$ cat config.mk
export PLATFORM = sky130hd
export DESIGN_NAME = spfm_top
export DESIGN_NICKNAME = d
export VERILOG_FILES = /design/src/spfm_pkg.sv /design/src/spfm_baud.sv /design/src/spfm_bitdet.sv /design/src/spfm_top.sv
export SDC_FILE = /design/constraint.sdc
export NUM_CORES = 1
export LEC_CHECK = 0
export ABC_AREA = 1
export ABC_CLOCK_PERIOD_IN_PS = 9900
export BUFFER_PORTS_ARGS = -buffer_cell sky130_fd_sc_hd__buf_2
export CAP_MARGIN = 20
export CORE_AREA = 2 2 84 146
export DETAILED_ROUTE_END_ITERATION = 6
export DIE_AREA = 0 0 86 148
export GPL_TIMING_DRIVEN = 0
export PLACE_DENSITY = 0.83
export SLEW_MARGIN = 20
export SYNTH_ARGS = -nofsm -noshare
export SYNTH_HDL_FRONTEND = slang
export SYNTH_SLANG_ARGS = --single-unit
$ cat constraint.sdc
create_clock -name core_clk -period 9.9 [get_ports core_clk]
set_clock_uncertainty 0.1 [all_clocks]
set_input_delay 0.99 -clock core_clk [delete_from_list [all_inputs] [get_ports core_clk]]
set_output_delay 0.99 -clock core_clk [all_outputs]
set_load 0.01 [all_outputs]
$ cat src/spfm_pkg.sv
package spfm_pkg;
  // ********************************************************
  // register map
  // ********************************************************
  localparam logic [31:0] OFS_CONTROL   = 32'h0000_0000;
  localparam logic [31:0] OFS_BUFFER    = 32'h0000_0004;
  localparam logic [31:0] OFS_BAUD      = 32'h0000_0008;
  localparam int          BIT_MODE_LOW  = 7;
  localparam int          BIT_MODE_HIGH = 6;
  localparam int          BIT_MP_ENABLE = 5;
  localparam int          BIT_RX_ENABLE = 4;
  localparam int          BIT_TX_NINTH  = 3;
  localparam int          BIT_RX_NINTH  = 2;
  localparam int          BIT_TX_FLAG   = 1;
  localparam int          BIT_RX_FLAG   = 0;
  localparam int          BIT_BAUD_FAST = 16;
  localparam logic [7:0]  CONTROL_RESET = 8'h00;
  localparam logic [7:0]  BUFFER_RESET  = 8'h00;
  localparam logic [16:0] BAUD_RESET    = 17'h00000;
  localparam logic [1:0]  SEL_CONTROL   = 2'h0;
  localparam logic [1:0]  SEL_BUFFER    = 2'h1;
  localparam logic [1:0]  SEL_BAUD      = 2'h2;
  localparam logic [1:0]  SEL_NONE      = 2'h3;

  // ********************************************************
  // timing
  // ********************************************************
  localparam logic [3:0]  PHASE_S1P1    = 4'h0;
  localparam logic [3:0]  PHASE_S3P1    = 4'h4;
  localparam logic [3:0]  PHASE_S5P2    = 4'h9;
  localparam logic [3:0]  PHASE_S6P1    = 4'ha;
  localparam logic [3:0]  PHASE_S6P2    = 4'hb;
  localparam logic [3:0]  DIV_LAST      = 4'hf;
  localparam logic [3:0]  VOTE_FIRST    = 4'h6;
  localparam logic [3:0]  VOTE_SECOND   = 4'h7;
  localparam logic [3:0]  VOTE_THIRD    = 4'h8;
  localparam logic [3:0]  VOTE_USE      = 4'h9;
  localparam logic [8:0]  ASYNC_RX_LOAD = 9'h1ff;
  localparam logic [8:0]  SHIFT_RX_LOAD = 9'h1fe;
  localparam logic [7:0]  TX_MARK       = 8'h01;
  localparam logic [3:0]  BITS_TEN      = 4'h8;
  localparam logic [3:0]  BITS_ELEVEN   = 4'h9;

  // ********************************************************
  // types
  // ********************************************************
  typedef enum logic [1:0] {MODE_SHIFT, MODE_TEN, MODE_ELEVEN_FIXED, MODE_ELEVEN_VAR} spfm_mode_t;
  typedef enum logic [2:0] {TX_IDLE, TX_ARM, TX_WAIT, TX_START, TX_DATA, TX_LAST} spfm_tx_t;
  typedef enum logic [2:0] {
    RX_IDLE, RX_ARM, RX_SHIFT, RX_DONE, RX_HUNT, RX_BITS, RX_TAIL
  } spfm_rx_t;

  typedef struct packed {
    logic        psel;
    logic        penable;
    logic        pwrite;
    logic [31:0] paddr;
    logic [31:0] pwdata;
  } spfm_apb_req_t;

  typedef struct packed {
    logic [7:0]  control;
    logic [7:0]  rxBuffer;
    logic [16:0] baud;
    logic        pready;
    logic        pslverr;
    logic [31:0] prdata;
    spfm_tx_t    txState;
    logic [8:0]  txShift;
    logic [3:0]  txCount;
    logic [3:0]  txDiv;
    spfm_rx_t    rxState;
    logic [8:0]  rxShift;
    logic [3:0]  rxDiv;
    logic        rxPrev;
    logic        rxSample;
    logic        txd;
    logic        rxdOut;
    logic        rxdOe;
  } spfm_core_t;

  typedef struct packed {
    logic [3:0]  phase;
    logic [15:0] divCount;
    logic        halfStep;
    logic        tick16;
  } spfm_baud_t;

  typedef struct packed {
    logic sync1;
    logic sync2;
    logic firstVote;
    logic secondVote;
    logic vote;
  } spfm_det_t;

  localparam spfm_core_t CORE_RESET = '{control: CONTROL_RESET, rxBuffer: BUFFER_RESET,
                                        baud: BAUD_RESET, txState: TX_IDLE, rxState: RX_IDLE,
                                        txd: 1'b1, rxdOut: 1'b1, rxPrev: 1'b1, default: '0};

  function automatic logic [1:0] spfm_reg_index(input logic [31:0] addr);
    if (addr == OFS_CONTROL) return SEL_CONTROL;
    if (addr == OFS_BUFFER)  return SEL_BUFFER;
    if (addr == OFS_BAUD)    return SEL_BAUD;
    return SEL_NONE;
  endfunction : spfm_reg_index

  function automatic logic [7:0] spfm_reverse8(input logic [7:0] v);
    logic [7:0] r;
    r = 8'h00;
    for (int i = 0; i < 8; i++) begin
      r[i] = v[7 - i];
    end
    return r;
  endfunction : spfm_reverse8
endpackage : spfm_pkg

$ cat src/spfm_baud.sv
`timescale 1ns/1ps
module spfm_baud
  import spfm_pkg::*;
(
  input  wire logic        core_clk,
  input  wire logic        reset,
  input  wire spfm_mode_t  mode,
  input  wire logic [16:0] baud,
  output logic [3:0]       phase,
  output logic             tick16
);
  spfm_baud_t baud_reg;
  spfm_baud_t baud_next;

  always_comb begin
    baud_next = baud_reg;
    baud_next.tick16 = 1'b0;
    // twelve phases per machine cycle
    if (baud_reg.phase == PHASE_S6P2) begin
      baud_next.phase = PHASE_S1P1;
    end else begin
      baud_next.phase = baud_reg.phase + 4'h1;
    end
    if (mode == MODE_ELEVEN_FIXED) begin
      baud_next.divCount = 16'h0000;
      baud_next.halfStep = ~baud_reg.halfStep;
      baud_next.tick16   = baud[BIT_BAUD_FAST] | baud_reg.halfStep;
    end else if (baud_reg.divCount >= baud[15:0]) begin
      // overflow of the rate divider stands in for the timer
      baud_next.divCount = 16'h0000;
      baud_next.tick16   = 1'b1;
    end else begin
      baud_next.divCount = baud_reg.divCount + 16'h0001;
    end
  end

  always_ff @(posedge core_clk or posedge reset) begin
    if (reset) begin
      baud_reg <= '0;
    end else begin
      baud_reg <= baud_next;
    end
  end

  assign phase  = baud_reg.phase;
  assign tick16 = baud_reg.tick16;
endmodule : spfm_baud

$ cat src/spfm_bitdet.sv
`timescale 1ns/1ps
module spfm_bitdet
  import spfm_pkg::*;
(
  input  wire logic       core_clk,
  input  wire logic       reset,
  input  wire logic       rxdIn,
  input  wire logic       tick16,
  input  wire logic [3:0] count,
  output logic            pinLevel,
  output logic            vote
);
  spfm_det_t det_reg;
  spfm_det_t det_next;

  always_comb begin
    det_next = det_reg;
    det_next.sync1 = rxdIn;
    det_next.sync2 = det_reg.sync1;
    if (tick16 && count == VOTE_FIRST) begin
      det_next.firstVote = det_reg.sync2;
    end
    if (tick16 && count == VOTE_SECOND) begin
      det_next.secondVote = det_reg.sync2;
    end
    if (tick16 && count == VOTE_THIRD) begin
      // two of three samples decide
      det_next.vote = (det_reg.firstVote & det_reg.secondVote) |
                      (det_reg.firstVote & det_reg.sync2) |
                      (det_reg.secondVote & det_reg.sync2);
    end
  end

  always_ff @(posedge core_clk or posedge reset) begin
    if (reset) begin
      det_reg <= '1;
    end else begin
      det_reg <= det_next;
    end
  end

  assign pinLevel = det_reg.sync2;
  assign vote     = det_reg.vote;
endmodule : spfm_bitdet

$ cat src/spfm_top.sv
// Design decisions made here: the address map and register access over APB.
`timescale 1ns/1ps
// How it works
// - mode 0 shifts 8 bits LSB first on the data pin, clock out at clk/12
// - mode 0 buffer write loads marker one, sending starts a machine cycle later
// - mode 0 send clock low S3-S5, high S6-S2, shift right at S6P2
// - zeros enter from left; marker beside MSB ends sending, flag at S1P1
// - mode 0 receive starts with enable set and flag clear, loads 111111110
// - mode 0 receive clock edges S3P1/S6P1, shift in pin sampled at S5P2
// - zero reaching the left end: final shift, buffer load, flag at S1P1
// - mode 1 ten-bit frame, stop bit to received ninth bit, rate from overflow
// - async buffer write loads ninth bit, start after next divide-by-16 rollover
// - start bit first, data bit one bit time later, shifts after that
// - mode 1 sending ends and transmit flag set at tenth rollover
// - modes 2/3 send the ninth bit, end and flag at eleventh rollover
// - async receive sees falling edge at 16x rate, resets counter, loads 1FFH
// - each bit sampled at counter states 6, 7, 8 and voted two of three
// - a start bit that votes high sends the receiver back to hunting
// - mode 1 frame kept only with flag clear and stop bit or no multiprocessor
// - modes 2/3 eleven-bit frames, mode 2 at clk/16 or clk/32
// - modes 2/3 frame kept per flag and ninth bit; hunt again when the counter rolls over from 15
// - mode select bits choose the mode; zero selects the shift mode
module spfm_top
  import spfm_pkg::*;
(
  input  wire logic          core_clk,
  input  wire logic          reset,
  input  wire spfm_apb_req_t apbReq,
  output logic               pready,
  output logic [31:0]        prdata,
  output logic               pslverr,
  input  wire logic          rxdIn,
  output logic               rxdOut,
  output logic               rxdOe,
  output logic               txd
);
  spfm_core_t core_reg;
  spfm_core_t core_next;
  spfm_mode_t mode;
  logic [3:0] phase;
  logic       tick16;
  logic       pinLevel;
  logic       vote;

  // ********************************************************
  // mode select and timing sources
  // ********************************************************
  assign mode = spfm_mode_t'({core_reg.control[BIT_MODE_LOW],
                              core_reg.control[BIT_MODE_HIGH]});

  spfm_baud u_baud (
    .core_clk (core_clk),
    .reset    (reset),
    .mode     (mode),
    .baud     (core_reg.baud),
    .phase    (phase),
    .tick16   (tick16)
  );

  spfm_bitdet u_bitdet (
    .core_clk (core_clk),
    .reset    (reset),
    .rxdIn    (rxdIn),
    .tick16   (tick16),
    .count    (core_reg.rxDiv),
    .pinLevel (pinLevel),
    .vote     (vote)
  );

  // ********************************************************
  // next state
  // ********************************************************
  always_comb begin
    logic [1:0] sel;
    logic       access;
    logic       wrDone;
    logic       rollTx;
    logic       rxSet;
    logic       txSet;
    logic       ninthLoad;
    logic       shiftActive;
    logic       clockHigh;
    sel         = spfm_reg_index(apbReq.paddr);
    access      = apbReq.psel & apbReq.penable & ~core_reg.pready;
    wrDone      = apbReq.psel & apbReq.penable & core_reg.pready & apbReq.pwrite;
    rollTx      = tick16 & (core_reg.txDiv == DIV_LAST);
    rxSet       = 1'b0;
    txSet       = 1'b0;
    ninthLoad   = 1'b0;
    shiftActive = 1'b0;
    clockHigh   = 1'b1;
    core_next   = core_reg;

    // bus slave, one wait state, error on unmapped
    core_next.pready  = access;
    core_next.pslverr = access & (sel == SEL_NONE);
    if (access) begin
      case (sel)
        SEL_CONTROL: core_next.prdata = {24'h000000, core_reg.control};
        SEL_BUFFER:  core_next.prdata = {24'h000000, core_reg.rxBuffer};
        SEL_BAUD:    core_next.prdata = {15'h0000, core_reg.baud};
        default:     core_next.prdata = 32'h0000_0000;
      endcase
    end

    // ******************************************************
    // transmit path
    // ******************************************************
    if (tick16) begin
      core_next.txDiv = core_reg.txDiv + 4'h1;
    end
    case (core_reg.txState)
      TX_IDLE: begin
      end
      TX_ARM: begin
        if (phase == PHASE_S6P2) begin
          core_next.txState = TX_WAIT;
        end
      end
      TX_WAIT: begin
        if (mode == MODE_SHIFT) begin
          if (phase == PHASE_S6P2) begin
            core_next.txState = TX_DATA;
          end
        end else if (rollTx) begin
          core_next.txState = TX_START;
        end
      end
      TX_START: begin
        if (rollTx) begin
          core_next.txState = TX_DATA;
          core_next.txCount = 4'h0;
        end
      end
      TX_DATA: begin
        if (mode == MODE_SHIFT) begin
          if (phase == PHASE_S6P2) begin
            core_next.txShift = {1'b0, core_reg.txShift[8:1]};
            if (core_reg.txShift[8:1] == TX_MARK) begin
              core_next.txState = TX_LAST;
            end
          end
        end else if (rollTx) begin
          core_next.txShift = {1'b0, core_reg.txShift[8:1]};
          core_next.txCount = core_reg.txCount + 4'h1;
          if (mode == MODE_TEN && core_reg.txCount == BITS_TEN - 4'h1) begin
            core_next.txState = TX_IDLE;
            txSet             = 1'b1;
          end else if (mode != MODE_TEN && core_reg.txCount == BITS_ELEVEN - 4'h1) begin
            core_next.txState = TX_IDLE;
            txSet             = 1'b1;
          end
        end
      end
      TX_LAST: begin
        if (phase == PHASE_S1P1) begin
          core_next.txState = TX_IDLE;
          txSet             = 1'b1;
        end
      end
      default: core_next.txState = TX_IDLE;
    endcase
    if (wrDone && sel == SEL_BUFFER) begin
      if (mode == MODE_SHIFT || mode == MODE_TEN) begin
        core_next.txShift = {1'b1, apbReq.pwdata[7:0]};
      end else begin
        core_next.txShift = {core_reg.control[BIT_TX_NINTH], apbReq.pwdata[7:0]};
      end
      core_next.txCount = 4'h0;
      core_next.txState = (mode == MODE_SHIFT) ? TX_ARM : TX_WAIT;
    end

    // ******************************************************
    // receive path
    // ******************************************************
    if (tick16) begin
      core_next.rxPrev = pinLevel;
    end
    case (core_reg.rxState)
      RX_IDLE: begin
        if (core_reg.control[BIT_RX_ENABLE]) begin
          if (mode != MODE_SHIFT) begin
            core_next.rxState = RX_HUNT;
          end else if (!core_reg.control[BIT_RX_FLAG]) begin
            core_next.rxState = RX_ARM;
          end
        end
      end
      RX_ARM: begin
        if (phase == PHASE_S6P2) begin
          core_next.rxShift = SHIFT_RX_LOAD;
          core_next.rxState = RX_SHIFT;
        end
      end
      RX_SHIFT: begin
        if (phase == PHASE_S5P2) begin
          core_next.rxSample = pinLevel;
        end
        if (phase == PHASE_S6P1) begin
          core_next.rxShift = {core_reg.rxShift[7:0], core_reg.rxSample};
          if (!core_reg.rxShift[7]) begin
            // first sample lands in the buffer's bit 0
            core_next.rxBuffer = spfm_reverse8({core_reg.rxShift[6:0],
                                                core_reg.rxSample});
            core_next.rxState  = RX_DONE;
          end
        end
      end
      RX_DONE: begin
        if (phase == PHASE_S1P1) begin
          rxSet             = 1'b1;
          core_next.rxState = RX_IDLE;
        end
      end
      RX_HUNT: begin
        if (tick16 && core_reg.rxPrev && !pinLevel) begin
          core_next.rxDiv   = 4'h0;
          core_next.rxShift = ASYNC_RX_LOAD;
          core_next.rxState = RX_BITS;
        end
      end
      RX_BITS: begin
        if (tick16) begin
          core_next.rxDiv = core_reg.rxDiv + 4'h1;
          if (core_reg.rxDiv == VOTE_USE) begin
            if (core_reg.rxShift == ASYNC_RX_LOAD) begin
              if (vote) begin
                core_next.rxState = RX_HUNT;
              end else begin
                core_next.rxShift = {vote, core_reg.rxShift[8:1]};
              end
            end else if (!core_reg.rxShift[0]) begin
              // start bit at the far end: this is the stop or ninth bit
              if (!core_reg.control[BIT_RX_FLAG] &&
                  (!core_reg.control[BIT_MP_ENABLE] || vote)) begin
                core_next.rxBuffer = core_reg.rxShift[8:1];
                ninthLoad          = 1'b1;
                rxSet              = 1'b1;
              end
              core_next.rxState = (mode == MODE_TEN) ? RX_HUNT : RX_TAIL;
            end else begin
              core_next.rxShift = {vote, core_reg.rxShift[8:1]};
            end
          end
        end
      end
      RX_TAIL: begin
        if (tick16) begin
          core_next.rxDiv = core_reg.rxDiv + 4'h1;
          if (core_reg.rxDiv == DIV_LAST) begin
            core_next.rxState = RX_HUNT;
          end
        end
      end
      default: core_next.rxState = RX_IDLE;
    endcase
    if (!core_reg.control[BIT_RX_ENABLE] &&
        (core_reg.rxState == RX_HUNT || core_reg.rxState == RX_ARM)) begin
      core_next.rxState = RX_IDLE;
    end

    // ******************************************************
    // register writes; hardware sets win over software
    // ******************************************************
    if (wrDone && sel == SEL_CONTROL) begin
      core_next.control = apbReq.pwdata[7:0];
    end
    if (wrDone && sel == SEL_BAUD) begin
      core_next.baud = apbReq.pwdata[16:0];
    end
    if (txSet) begin
      core_next.control[BIT_TX_FLAG] = 1'b1;
    end
    if (rxSet) begin
      core_next.control[BIT_RX_FLAG] = 1'b1;
    end
    if (ninthLoad) begin
      core_next.control[BIT_RX_NINTH] = vote;
    end

    // ******************************************************
    // pins
    // ******************************************************
    clockHigh   = (phase < PHASE_S3P1) || (phase > PHASE_S5P2);
    shiftActive = (core_next.txState == TX_DATA) || (core_next.txState == TX_LAST) ||
                  (core_next.rxState == RX_SHIFT);
    if (mode == MODE_SHIFT) begin
      core_next.txd    = shiftActive ? clockHigh : 1'b1;
      core_next.rxdOe  = (core_next.txState == TX_DATA) ||
                         (core_next.txState == TX_LAST);
      core_next.rxdOut = core_next.rxdOe ? core_next.txShift[0] : 1'b1;
    end else begin
      core_next.rxdOe  = 1'b0;
      core_next.rxdOut = 1'b1;
      if (core_next.txState == TX_START) begin
        core_next.txd = 1'b0;
      end else if (core_next.txState == TX_DATA) begin
        core_next.txd = core_next.txShift[0];
      end else begin
        core_next.txd = 1'b1;
      end
    end
  end

  // ********************************************************
  // state register
  // ********************************************************
  always_ff @(posedge core_clk or posedge reset) begin
    if (reset) begin
      core_reg <= CORE_RESET;
    end else begin
      core_reg <= core_next;
    end
  end

  assign pready  = core_reg.pready;
  assign prdata  = core_reg.prdata;
  assign pslverr = core_reg.pslverr;
  assign txd     = core_reg.txd;
  assign rxdOut  = core_reg.rxdOut;
  assign rxdOe   = core_reg.rxdOe;
endmodule : spfm_top
==> results of run 1 <==
==> power breakdown <==
| part | switching [W] | internal [W] |
|---|---|---|
| logic | 0.0000248 | 0.0000154 |
| registers | 0.000000496 | 0.000492 |
| clock network | 0.000235 | 0.000429 |
| total | 0.000260 | 0.000937 |
==> placed cells by master, fill, tap and decap left out, types with 4 or more instances in the layout <==
master	synthesis	final
o211ai_1	7	7
nor3_1	8	8
a311oi_1	6	6
o31ai_1	10	10
o221ai_1	7	7
inv_1	115	114
xnor2_1	4	4
conb_1	1	15
nor3_2	5	5
o21ai_2	10	10
xor2_1	8	8
nand4_1	14	14
a21oi_1	29	29
clkbuf_1	8	8
o21ai_1	18	18
clkinv_4	0	4
dfstp_2	8	8
inv_2	11	11
buf_2	3	79
nand3_1	45	45
buf_4	34	34
dfrtp_1	112	112
nand2_1	208	208
ha_1	29	29
bufinv_16	0	4
clkbuf_16	0	17
nand2_2	4	4
nor2_2	4	4
o21ai_0	48	48
nor2_1	96	96
==> stage by stage <==
step / setup WS (ns) / cells / utilization, %
2_1_floorplan: 5.64 / 897 / -
3_3_place_gp: 4.29 / 1108 / 65.5
3_5_place_dp: 7.21 / 1109 / 65.8
4_1_cts: 7.58 / 1141 / 71.4
5_1_grt: 7.42 / 1141 / 71.4
6_report: 7.60 / 1141 / 71.4
==> kinds of logic (layout without fill, tap and decap cells) <==
logic type	count (synthesis)	count (layout)	share of synthesized area, %
other cells	1	15	0.0540
xor+xnor	12	12	1.51
compound gates	148	148	13.0
mux	2	2	0.324
simple gates	397	397	24.9
fa+ha+maj	30	30	5.37
buf+inv	173	282	11.5
flops	120	120	43.4
==> metal layers <==
| layer | vias up | GRT usage [%] | share of wire [%] |
|---|---|---|---|
| met5 | - | 0 | 0 |
| li1 | 3054 | - | - |
| met2 | 222 | 51.4 | 54 |
| met4 | 0 | 16.9 | 5.9 |
| met3 | 80 | 5.19 | 4.8 |
| met1 | 2863 | 28.4 | 35 |
==> worst min-delay path by stage <==
| stage | endpoint | slack, ns | cells past startpoint |
|---|---|---|---|
| floorplan | u_bitdet.pinLevel | 0.25 | 0 |
| global placement | u_bitdet.pinLevel | 0.25 | 0 |
| detailed placement | u_bitdet.pinLevel | 0.25 | 0 |
| CTS | u_bitdet.pinLevel | 0.26 | 0 |
| global route | u_bitdet.pinLevel | 0.26 | 0 |
| finish | u_bitdet.pinLevel | 0.25 | 0 |
==> area by class of cell <==
type	count	area (sq um)	area share [%]
clock inverters	14	198	2.41
well taps	135	169	2.06
repair buffers	77	408	4.96
inverters	126	478	5.82
multi-input cells	604	3190	38.8
plain buffers	47	323	3.93
clock buffers	18	439	5.34
flip-flops and latches	120	3010	36.7
==> impl_metrics.tcl, run 1 <==
set metrics [dict create \
    yosys.area.top_type "dfrtp_1" \
    synth.most_common_cell "nand2_1" \
    drive_above_1_share_pct 20.3 \
    rows 52 \
    cp_top_family "simple AND/OR/NAND/NOR gates" \
    crit_end "core_reg[31]" \
    gp_congestion 0.925 \
    gr-total-overflow 0 \
    syn_inst 883 \
    initial_core_util_pct 60.3 \
    synth.distinct_cells 49 \
    holdWs_ns 0.254 \
    htree_levels 4 \
    finalSetupTns_ns 0 \
    tightest_slew_ns 0.645 \
    ioPinCount 107 \
    vdd_drop_max_mv 0.130 \
    grt_pass1_vias 6037 \
    slew_headroom_pct 57.0 \
    areaGrowthSynthToFinish_pct 18.3 \
    drtPass1Iterations 5 \
    slew_viol_final 0 \
    drv_cap 0 \
    slowest_delay_ns 0.33 \
    post_cts_buffers 0 \
    grt_max_degree 72 \
    synth_seq_cells 120 \
    synth_flop_cell "dfrtp_1" \
    drtIter0Drc 382 \
    diodes 0 \
    worstSetupStartpoint "apbReq[48]" \
    hold_path.class "flip-flop to flip-flop" \
    cts_resized 0 \
    hold_viol_final 0 \
    period_share_pct 23.3 \
    cp_data_arrival_time_ns 2.48 \
    critPathCaptureType "flip-flop" \
    yosys_warnings 0 \
    fillers 904 \
    synth_edf_count 0 \
    io_buffers 76 \
    p_per_area_mw_per_mm2 146 \
    critPathMaxFanout 10 \
    critical_path_required_ns 10.08 \
    ys_seq_area_share_pct 43.4 \
    async_reset_ff_share_pct 100 \
    clock_path_buffers 2 \
    startpoint_type "input port" \
    rr_endpoint "u_baud.baud_reg[10]" \
    r2r_cells 10 \
    dp_hpwl_mm 12.3 \
    cts_hold_buffers 0 \
    fin_nets 1092 \
    cts_tree "yes" \
    cp.depth 10 \
    final_cell_area_sq_mm 0.00822 \
    place_area_sq_mm 0.00758 \
    avgSynthCellArea_sq_um 7.87 \
    clock_latency_ns 0.42 \
    cts_buffers 17 \
    final_antenna_net_count 0 \
    cp_num_buf_inv 3 \
    synth_common_cells "208 x nand2_1, 115 x inv_1, 112 x dfrtp_1" \
    max_freq_mhz 434 \
    crit_type "input port to flip-flop" \
    ff2ff_setup_slack_ns 7.67 \
    vias 6219 \
    drc 0 \
    hold_start "u_bitdet.det_next[3]" \
    die_h_microns 148 \
    grt_pass1_wl_mm 27.7 \
    largest_reg_flops 71 \
    power.leakage_nw 4.24 \
    fin_total_pwr_w 0.00120 \
    grt_usage_pct 28.0 \
    outcome "complete, no violations" \
    coreArea_sq_mm 0.0115 \
    fp.dieW_microns 86 \
    die-area_sq_mm 0.0127 \
    crit_chain "buf_2 > inv_1 > nand2_1 > nor2_1 > nand2_1 > nor2_1 > nand3_2 > clkbuf_1 > nand3_1 > o221ai_1" \
    finalSetupViolCount 0 \
    routed_via_density 5.45 \
    routed_wl_mm 16.8 \
    synth_top_area_share_pct 40.3 \
    reg2reg_from "core_reg[90]" \
    rsz0062_at_grt "no" \
    cts_root_buf "clkbuf_16" \
    clk_pin_slew_ns 0.05 \
    min_period_ns 2.30 \
    clock_sinks 120 \
    wl_per_cell_microns 14.7 \
    slowest_stage "clkbuf_1" \
    synth_top_cells_by_area "dfrtp_1 40%, nand2_1 11%, inv_1 6.2%, ha_1 5.2%, nor2_1 5.2%" \
    synthesis.area_sq_mm 0.00695 \
    antenna_found_initial 0 \
]
No activity file was read; power rests on OpenSTA's default activity.
==> run 2: changes to the inputs <==
--- a/config.mk
+++ b/config.mk
@@ -5,15 +5,15 @@
 export SDC_FILE = /design/constraint.sdc
 export NUM_CORES = 1
 export LEC_CHECK = 0
-export ABC_AREA = 1
-export ABC_CLOCK_PERIOD_IN_PS = 9900
+export ABC_AREA = 0
+export ABC_CLOCK_PERIOD_IN_PS = 1900
 export BUFFER_PORTS_ARGS = -buffer_cell sky130_fd_sc_hd__buf_2
 export CAP_MARGIN = 20
-export CORE_AREA = 2 2 84 146
+export CORE_AREA = 2 2 90 156
 export DETAILED_ROUTE_END_ITERATION = 6
-export DIE_AREA = 0 0 86 148
+export DIE_AREA = 0 0 92 158
 export GPL_TIMING_DRIVEN = 0
-export PLACE_DENSITY = 0.83
+export PLACE_DENSITY = 0.75
 export SLEW_MARGIN = 20
 export SYNTH_ARGS = -nofsm -noshare
 export SYNTH_HDL_FRONTEND = slang
==> constraint.sdc (replaced) <==
create_clock -name core_clk -period 1.9 [get_ports core_clk]
set_clock_uncertainty 0.1 [all_clocks]
set_input_delay 0.19 -clock core_clk [delete_from_list [all_inputs] [get_ports core_clk]]
set_output_delay 0.19 -clock core_clk [all_outputs]
set_load 0.01 [all_outputs]
==> run 2 against run 1 <==
Net effect:
- setup slack worse by 7.9 ns
- synthesized area is 2.6% lower
- first-iteration DRC count is 12% lower
- core utilization is 1.6 points lower
- the flow now finishes with violations (negative setup slack)
- critical endpoint is now txd
- sequential cell count stayed put
- routed wire length is 18% higher
- critical path type is now flip-flop to flip-flop
- highest routed layer unchanged
==> impl_metrics.tcl, run 2 <==
set metrics [dict create \
    outcome "complete, but fails checks" \
    failed_checks "negative setup slack" \
    finalSetupViolCount 50 \
    synth-xor-area-share_pct 2.59 \
    slowest_stage "dfrtp_2" \
    final_cell_mix "103 x dfrtp_1, 77 x buf_2, 72 x buf_4" \
    drc 0 \
    clk_pin_slew_ns 0.06 \
    largest_reg_flops 71 \
    async_reset_ff_share_pct 100 \
    setup_slack_ns -0.322 \
    gr-total-overflow 0 \
    synth_adder_area_share_pct 5.51 \
    gp_congestion 0.921 \
    cp_top_family "compound AO/OA/AOI/OAI gates" \
    finalSetupTns_ns -5.71 \
    fp.dieW_microns 92 \
    crit_end "txd" \
    ys_seq_area_share_pct 44.5 \
    yosys.area.top_type "dfrtp_1" \
    place_ws_ns -0.608 \
    rsz0062_at_grt "yes" \
    power.leakage_nw 4.27 \
    cp_data_arrival_time_ns 2.46 \
    synth_top_family_by_area "simple AND/OR/NAND/NOR gates" \
    diodes 0 \
    grtUsageMet1_pct 25.8 \
    routed_via_density 5.70 \
    cts_tree "yes" \
    hold_viol_final 0 \
    drtPass1Iterations 5 \
    startpoint_type "flip-flop" \
    coreArea_sq_mm 0.0133 \
    io_buffers 76 \
    avgSynthCellArea_sq_um 9.94 \
    cts_root_buf "clkbuf_16" \
    grt_usage_pct 27.0 \
    clock_path_buffers 2 \
    r2r_cells 8 \
    worstSetupStartpoint "u_baud.phase[1]" \
    min_period_ns 2.22 \
    synth_compound_area_share_pct 13.3 \
    rows 56 \
    rr_endpoint "txd" \
    slew_headroom_pct 46.8 \
    synth_simple_gate_area_share_pct 17.3 \
    grt_pass1_vias 6358 \
    synth_top_area_share_pct 41.4 \
    fin_nets 964 \
    critical_path_required_ns 2.14 \
    clock_sinks 120 \
    tightest_slew_ns 0.798 \
    initial_core_util_pct 50.8 \
    drv_cap 0 \
    fin_util_pct 69.7 \
    htree_levels 4 \
    wl_per_cell_microns 18.9 \
    vdd_drop_max_mv 0.575 \
    syn_inst 681 \
    cp.depth 8 \
    critPathMaxFanout 4 \
    synth_flop_cell "dfrtp_1" \
    period_share_pct 117 \
    dp_hpwl_mm 13.1 \
    die-area_sq_mm 0.0145 \
    hold_path.class "input port to async pin" \
    grt_max_degree 33 \
    synth_seq_cells 120 \
    layout_commonest_cell "dfrtp_1" \
    ff2ff_setup_slack_ns -0.32 \
    cp_num_buf_inv 1 \
    p_per_area_mw_per_mm2 665 \
    antenna_found_initial 0 \
    drive_above_1_share_pct 37.8 \
    areaGrowthSynthToFinish_pct 37.2 \
    ioPinCount 107 \
    synth.most_common_cell "dfrtp_1" \
    crit_type "flip-flop to flip-flop" \
    busiest_layer "met2" \
    routed_wl_mm 19.9 \
    met3_usage_pct 5.43 \
    cts_buffers 17 \
    max_freq_mhz 450 \
    synthesis.area_sq_mm 0.00677 \
    holdWs_ns 0.212 \
    synthMuxAreaShare_pct 9.23 \
    grt_pass1_wl_mm 30.6 \
    synth_top_cells_by_area "dfrtp_1 41%, ha_1 5.4%, mux2i_1 3.8%, nor2_1 3.7%, buf_4 3.6%" \
    slowest_delay_ns 0.42 \
    die_h_microns 158 \
    synth_edf_count 0 \
    synth.distinct_cells 72 \
    use_met2_pct 51.1 \
    reg2reg_from "u_baud.phase[1]" \
    crit_chain "inv_2 > ha_4 > or3b_4 > and3_4 > a211o_1 > a21oi_4 > o22a_1 > a2bb2oi_2" \
    fin_total_pwr_w 0.00617 \
    slew_viol_final 0 \
    clock_latency_ns 0.42 \
    critPathCaptureType "flip-flop" \
    synth_common_cells "112 x dfrtp_1, 66 x nor2_1, 57 x nand2_1" \
    yosys_warnings 0 \
    fillers 902 \
    drtIter0Drc 338 \
    final_antenna_net_count 0 \
    vias 5997 \
]
## run 2: changes by cell type after synthesis, moves of 11 or more
cell	before	now
mux2i_1	0	26
nand2_1	208	57
inv_1	115	33
o21ai_0	48	36
nor2b_1	0	15
mux2_2	2	19
inv_2	11	0
and3_1	1	13
o21ai_1	18	1
nor2_1	96	66
nand3_1	45	14
## run 2: kinds of logic (layout without fill, tap and decap cells)
group / after synthesis / after routing
multiplexers: 55 / 55
XOR/XNOR: 20 / 20
AO/OA/AOI/OAI: 137 / 137
adder cells (fa/ha/maj): 30 / 30
buffers and inverters: 92 / 275
other: 1 / 15
AND/OR/NAND/NOR: 226 / 226
flip-flops: 120 / 120
## run 2: what timing repair did
action,CTS,global route
setup buffers,33,20
pin swaps,25,19
hold endpoints to repair,93,0
cloned,2,1
gates resized for setup,64,60
hold buffers,19,0
endpoints found under the setup margin,70,68
## run 2: layout make-up
cell class	count	area (sq um)	share of cell area [%]
plain buffers	57	419	4.51
clock buffers	21	470	5.07
clock inverters	11	145	1.56
inverters	33	128	1.37
multi-input cells	483	3710	40.0
flip-flops and latches	120	3020	32.6
well taps	174	218	2.34
repair buffers	153	1170	12.6
## run 2: report_power, final
group	internal [W]	leakage (nW)	switching [W]	total (W)
clock network	0.00216	0.295	0.00117	0.00333
logic	0.000125	2.42	0.000140	0.000265
registers	0.00257	1.55	0.00000434	0.00257
total	0.00486	4.27	0.00131	0.00617
## run 2: routing by layer
| metal | share of wire [%] | vias up | wire length [microns] |
|---|---|---|---|
| met3 | 3.7 | 93 | 734 |
| met5 | 0 | - | 0 |
| met4 | 6.9 | 0 | 1380 |
| met1 | 34 | 2936 | 6780 |
| met2 | 55 | 229 | 11000 |
| li1 | - | 2739 | - |
## run 2: per-stage QoR
| step | instance area (sq um) | cells |
|---|---|---|
| 6_report | 9290 | 1052 |
| 5_1_grt | 9290 | 1052 |
| 4_1_cts | 8950 | 1035 |
| 3_5_place_dp | 7640 | 949 |
| 3_3_place_gp | 7550 | 945 |
| 2_1_floorplan | 6950 | 695 |
## run 2: how the worst min path moves through the flow
stage	endpoint	slack, ns	depth (start not counted)
2_1_floorplan	u_bitdet.det_next[3]	0.09	0
3_3_place_gp	u_bitdet.det_next[3]	0.20	1
3_5_place_dp	prdata[14]	0.01	2
4_1_cts	prdata[12]	0.12	3
5_1_grt	prdata[14]	0.19	3
6_report	prdata[14]	0.21	3
## run 2: worst reg2reg max path, delay by kind of cell, from the launching register on
kind / cells / cell delay, ns
and+or+nand+nor: 2 / 0.60
DFF: 1 / 0.42
AOI/OAI and AO/OA: 4 / 0.82
adders and majority gates: 1 / 0.13
buffers and inverters: 1 / 0.08
==> run 3: changes to the inputs <==
--- a/config.mk
+++ b/config.mk
@@ -13,6 +13,7 @@
 export DETAILED_ROUTE_END_ITERATION = 6
 export DIE_AREA = 0 0 92 158
 export GPL_TIMING_DRIVEN = 0
+export MAX_ROUTING_LAYER = met4
 export PLACE_DENSITY = 0.75
 export SLEW_MARGIN = 20
 export SYNTH_ARGS = -nofsm -noshare
==> run 3 against run 2 <==
Net effect:
- the flow still finishes with violations (negative setup slack)
- via count is 1.0% higher
- core utilization shrank 0.075 points
- cell area fell by 0.11%
- critical path depth unchanged
- sequential cell count did not move
- sequential power hardly changed
- non-clock buffer count increased by 4
- total power shrank 2.0%
- maximum frequency is 0.57% higher
- combinational power about the same
- critical path type unchanged
==> impl_metrics.tcl, run 3 (synthesis gave the netlist of run 2 again) <==
set metrics [dict create \
    coreArea_sq_mm 0.0133 \
    critPathMaxFanout 5 \
    grt_pass1_vias 6268 \
    tightest_slew_ns 0.826 \
    cts_buffers 17 \
    failed_checks "negative setup slack" \
    diodes 0 \
    crit_type "flip-flop to flip-flop" \
    fillers 930 \
    critPathCaptureType "flip-flop" \
    cts_tree "yes" \
    ff2ff_setup_slack_ns -0.31 \
    antenna_found_initial 0 \
    initial_core_util_pct 50.8 \
    hold_path.class "input port to flip-flop" \
    clk_pin_slew_ns 0.06 \
    clock_path_buffers 2 \
    dp_hpwl_mm 12.8 \
    power.leakage_nw 4.27 \
    grt_usage_pct 27.7 \
    gp_congestion 0.924 \
    gr-total-overflow 0 \
    grt_max_degree 33 \
    htree_levels 4 \
    holdWs_ns 0.251 \
    grt_pass1_wl_mm 30.5 \
    ioPinCount 107 \
    startpoint_type "flip-flop" \
    die-area_sq_mm 0.0145 \
    slew_viol_final 0 \
    final_cell_mix "104 x dfrtp_1, 83 x buf_4, 77 x buf_2" \
    vias 6059 \
    cts_root_buf "clkbuf_16" \
    layout_commonest_cell "dfrtp_1" \
    vdd_drop_max_mv 0.542 \
    wl_met1_mm 6.71 \
    cp_data_arrival_time_ns 2.45 \
    met2_length_mm 11.1 \
    io_buffers 76 \
    clock_sinks 120 \
    max_freq_mhz 453 \
    rsz0062_at_grt "yes" \
    slew_headroom_pct 44.9 \
    min_period_ns 2.21 \
    drive_above_1_share_pct 38.1 \
    clock_latency_ns 0.42 \
    drtPass1Iterations 5 \
    drtIter0Drc 380 \
    hold_viol_final 0 \
    p_per_area_mw_per_mm2 652 \
    finalSetupTns_ns -6.76 \
    routed_via_density 5.74 \
    route.met3.wl_microns 776 \
    areaGrowthSynthToFinish_pct 37.1 \
    period_share_pct 116 \
    die_h_microns 158 \
    outcome "complete, but fails checks" \
    routed.top_layer "met4" \
    dpl.cell_count 949 \
    finalSetupViolCount 44 \
    largest_reg_flops 71 \
    fp.dieW_microns 92 \
    fin_nets 968 \
    stdcell_count 1056 \
    wl_per_cell_microns 18.7 \
    routed_wl_mm 19.8 \
    drv_cap 0 \
    fin_total_pwr_w 0.00605 \
    final_antenna_net_count 0 \
    rows 56 \
    drc 0 \
    critical_path_required_ns 2.14 \
    setup_slack_ns -0.310 \
]
## run 3: cell count changes in the layout (fill, tap and decap cells not counted), moves of 2 or more
cell | previous run | this run
nor2b_2 | 0 | 2
ha_4 | 6 | 3
buf_6 | 18 | 9
inv_2 | 5 | 3
nor2_4 | 12 | 16
ha_2 | 0 | 2
nor2_2 | 8 | 5
buf_4 | 72 | 83
inv_1 | 27 | 29
## run 3: final timing paths
| path | from | depth (start not counted) | endpoint |
|---|---|---|---|
| worst max-delay path | u_baud.phase[0] | 8 | txd |
| worst max register to register | u_baud.phase[0] | 8 | txd |
| max in group asynchronous | reset | 6 | rxdOut |
| worst min-delay path | apbReq[34] | 5 | prdata[12] |
| worst min register to register | u_bitdet.det_next[3] | 0 | u_bitdet.pinLevel |
| min in group asynchronous | reset | 3 | prdata[12] |
## run 3: layout make-up
type                    instances  area (sq um)  area share, %
inverters                      33           128           1.38
multi-input cells             483          3710           40.0
clock buffers                  21           470           5.07
repair buffers                157          1190           12.8
plain buffers                  57           422           4.55
clock inverters                11           121           1.31
well taps                     174           218           2.35
flip-flops and latches        120          3020           32.6
## run 3: worst max-delay path, cell delays in order (launching register included)
cell	delay [ns]
dfrtp_2	0.43
inv_2	0.08
ha_4	0.12
or3b_4	0.40
and3_4	0.20
a211o_1	0.27
a21oi_4	0.17
o22a_1	0.19
a2bb2oi_2	0.18
## run 3: where the power goes
group	switching (W)	total (W)	internal (W)	leakage, nW
combinational	0.000139	0.000265	0.000126	2.43
sequential	0.00000427	0.00257	0.00257	1.55
clock	0.00118	0.00321	0.00203	0.289
## run 3: layer usage
| layer | global-route usage [%] | vias to the layer above |
|---|---|---|
| li1 | - | 2739 |
| met1 | 26.6 | 2967 |
| met2 | 50.4 | 260 |
| met3 | 4.76 | 93 |
| met4 | 18.3 | 0 |
| met5 | - | - |
## run 3: timing repair
action	CTS	global route
cloned	2	0
pin swaps	26	14
endpoints found under the setup margin	65	72
setup buffers	37	20
hold buffers	19	0
hold endpoints to repair	49	0
gates resized for setup	64	56
## run 3: per-stage QoR
| stage | utilization [%] | instance area, sq um | setup WS (ns) |
|---|---|---|---|
| after floorplan | - | 6950 | -0.252 |
| after global placement | 56.7 | 7550 | -0.571 |
| after detailed placement | 57.4 | 7650 | -0.606 |
| after CTS | 67.1 | 8940 | -0.248 |
| after global routing | 69.7 | 9280 | -0.361 |
| final | 69.7 | 9280 | -0.310 |
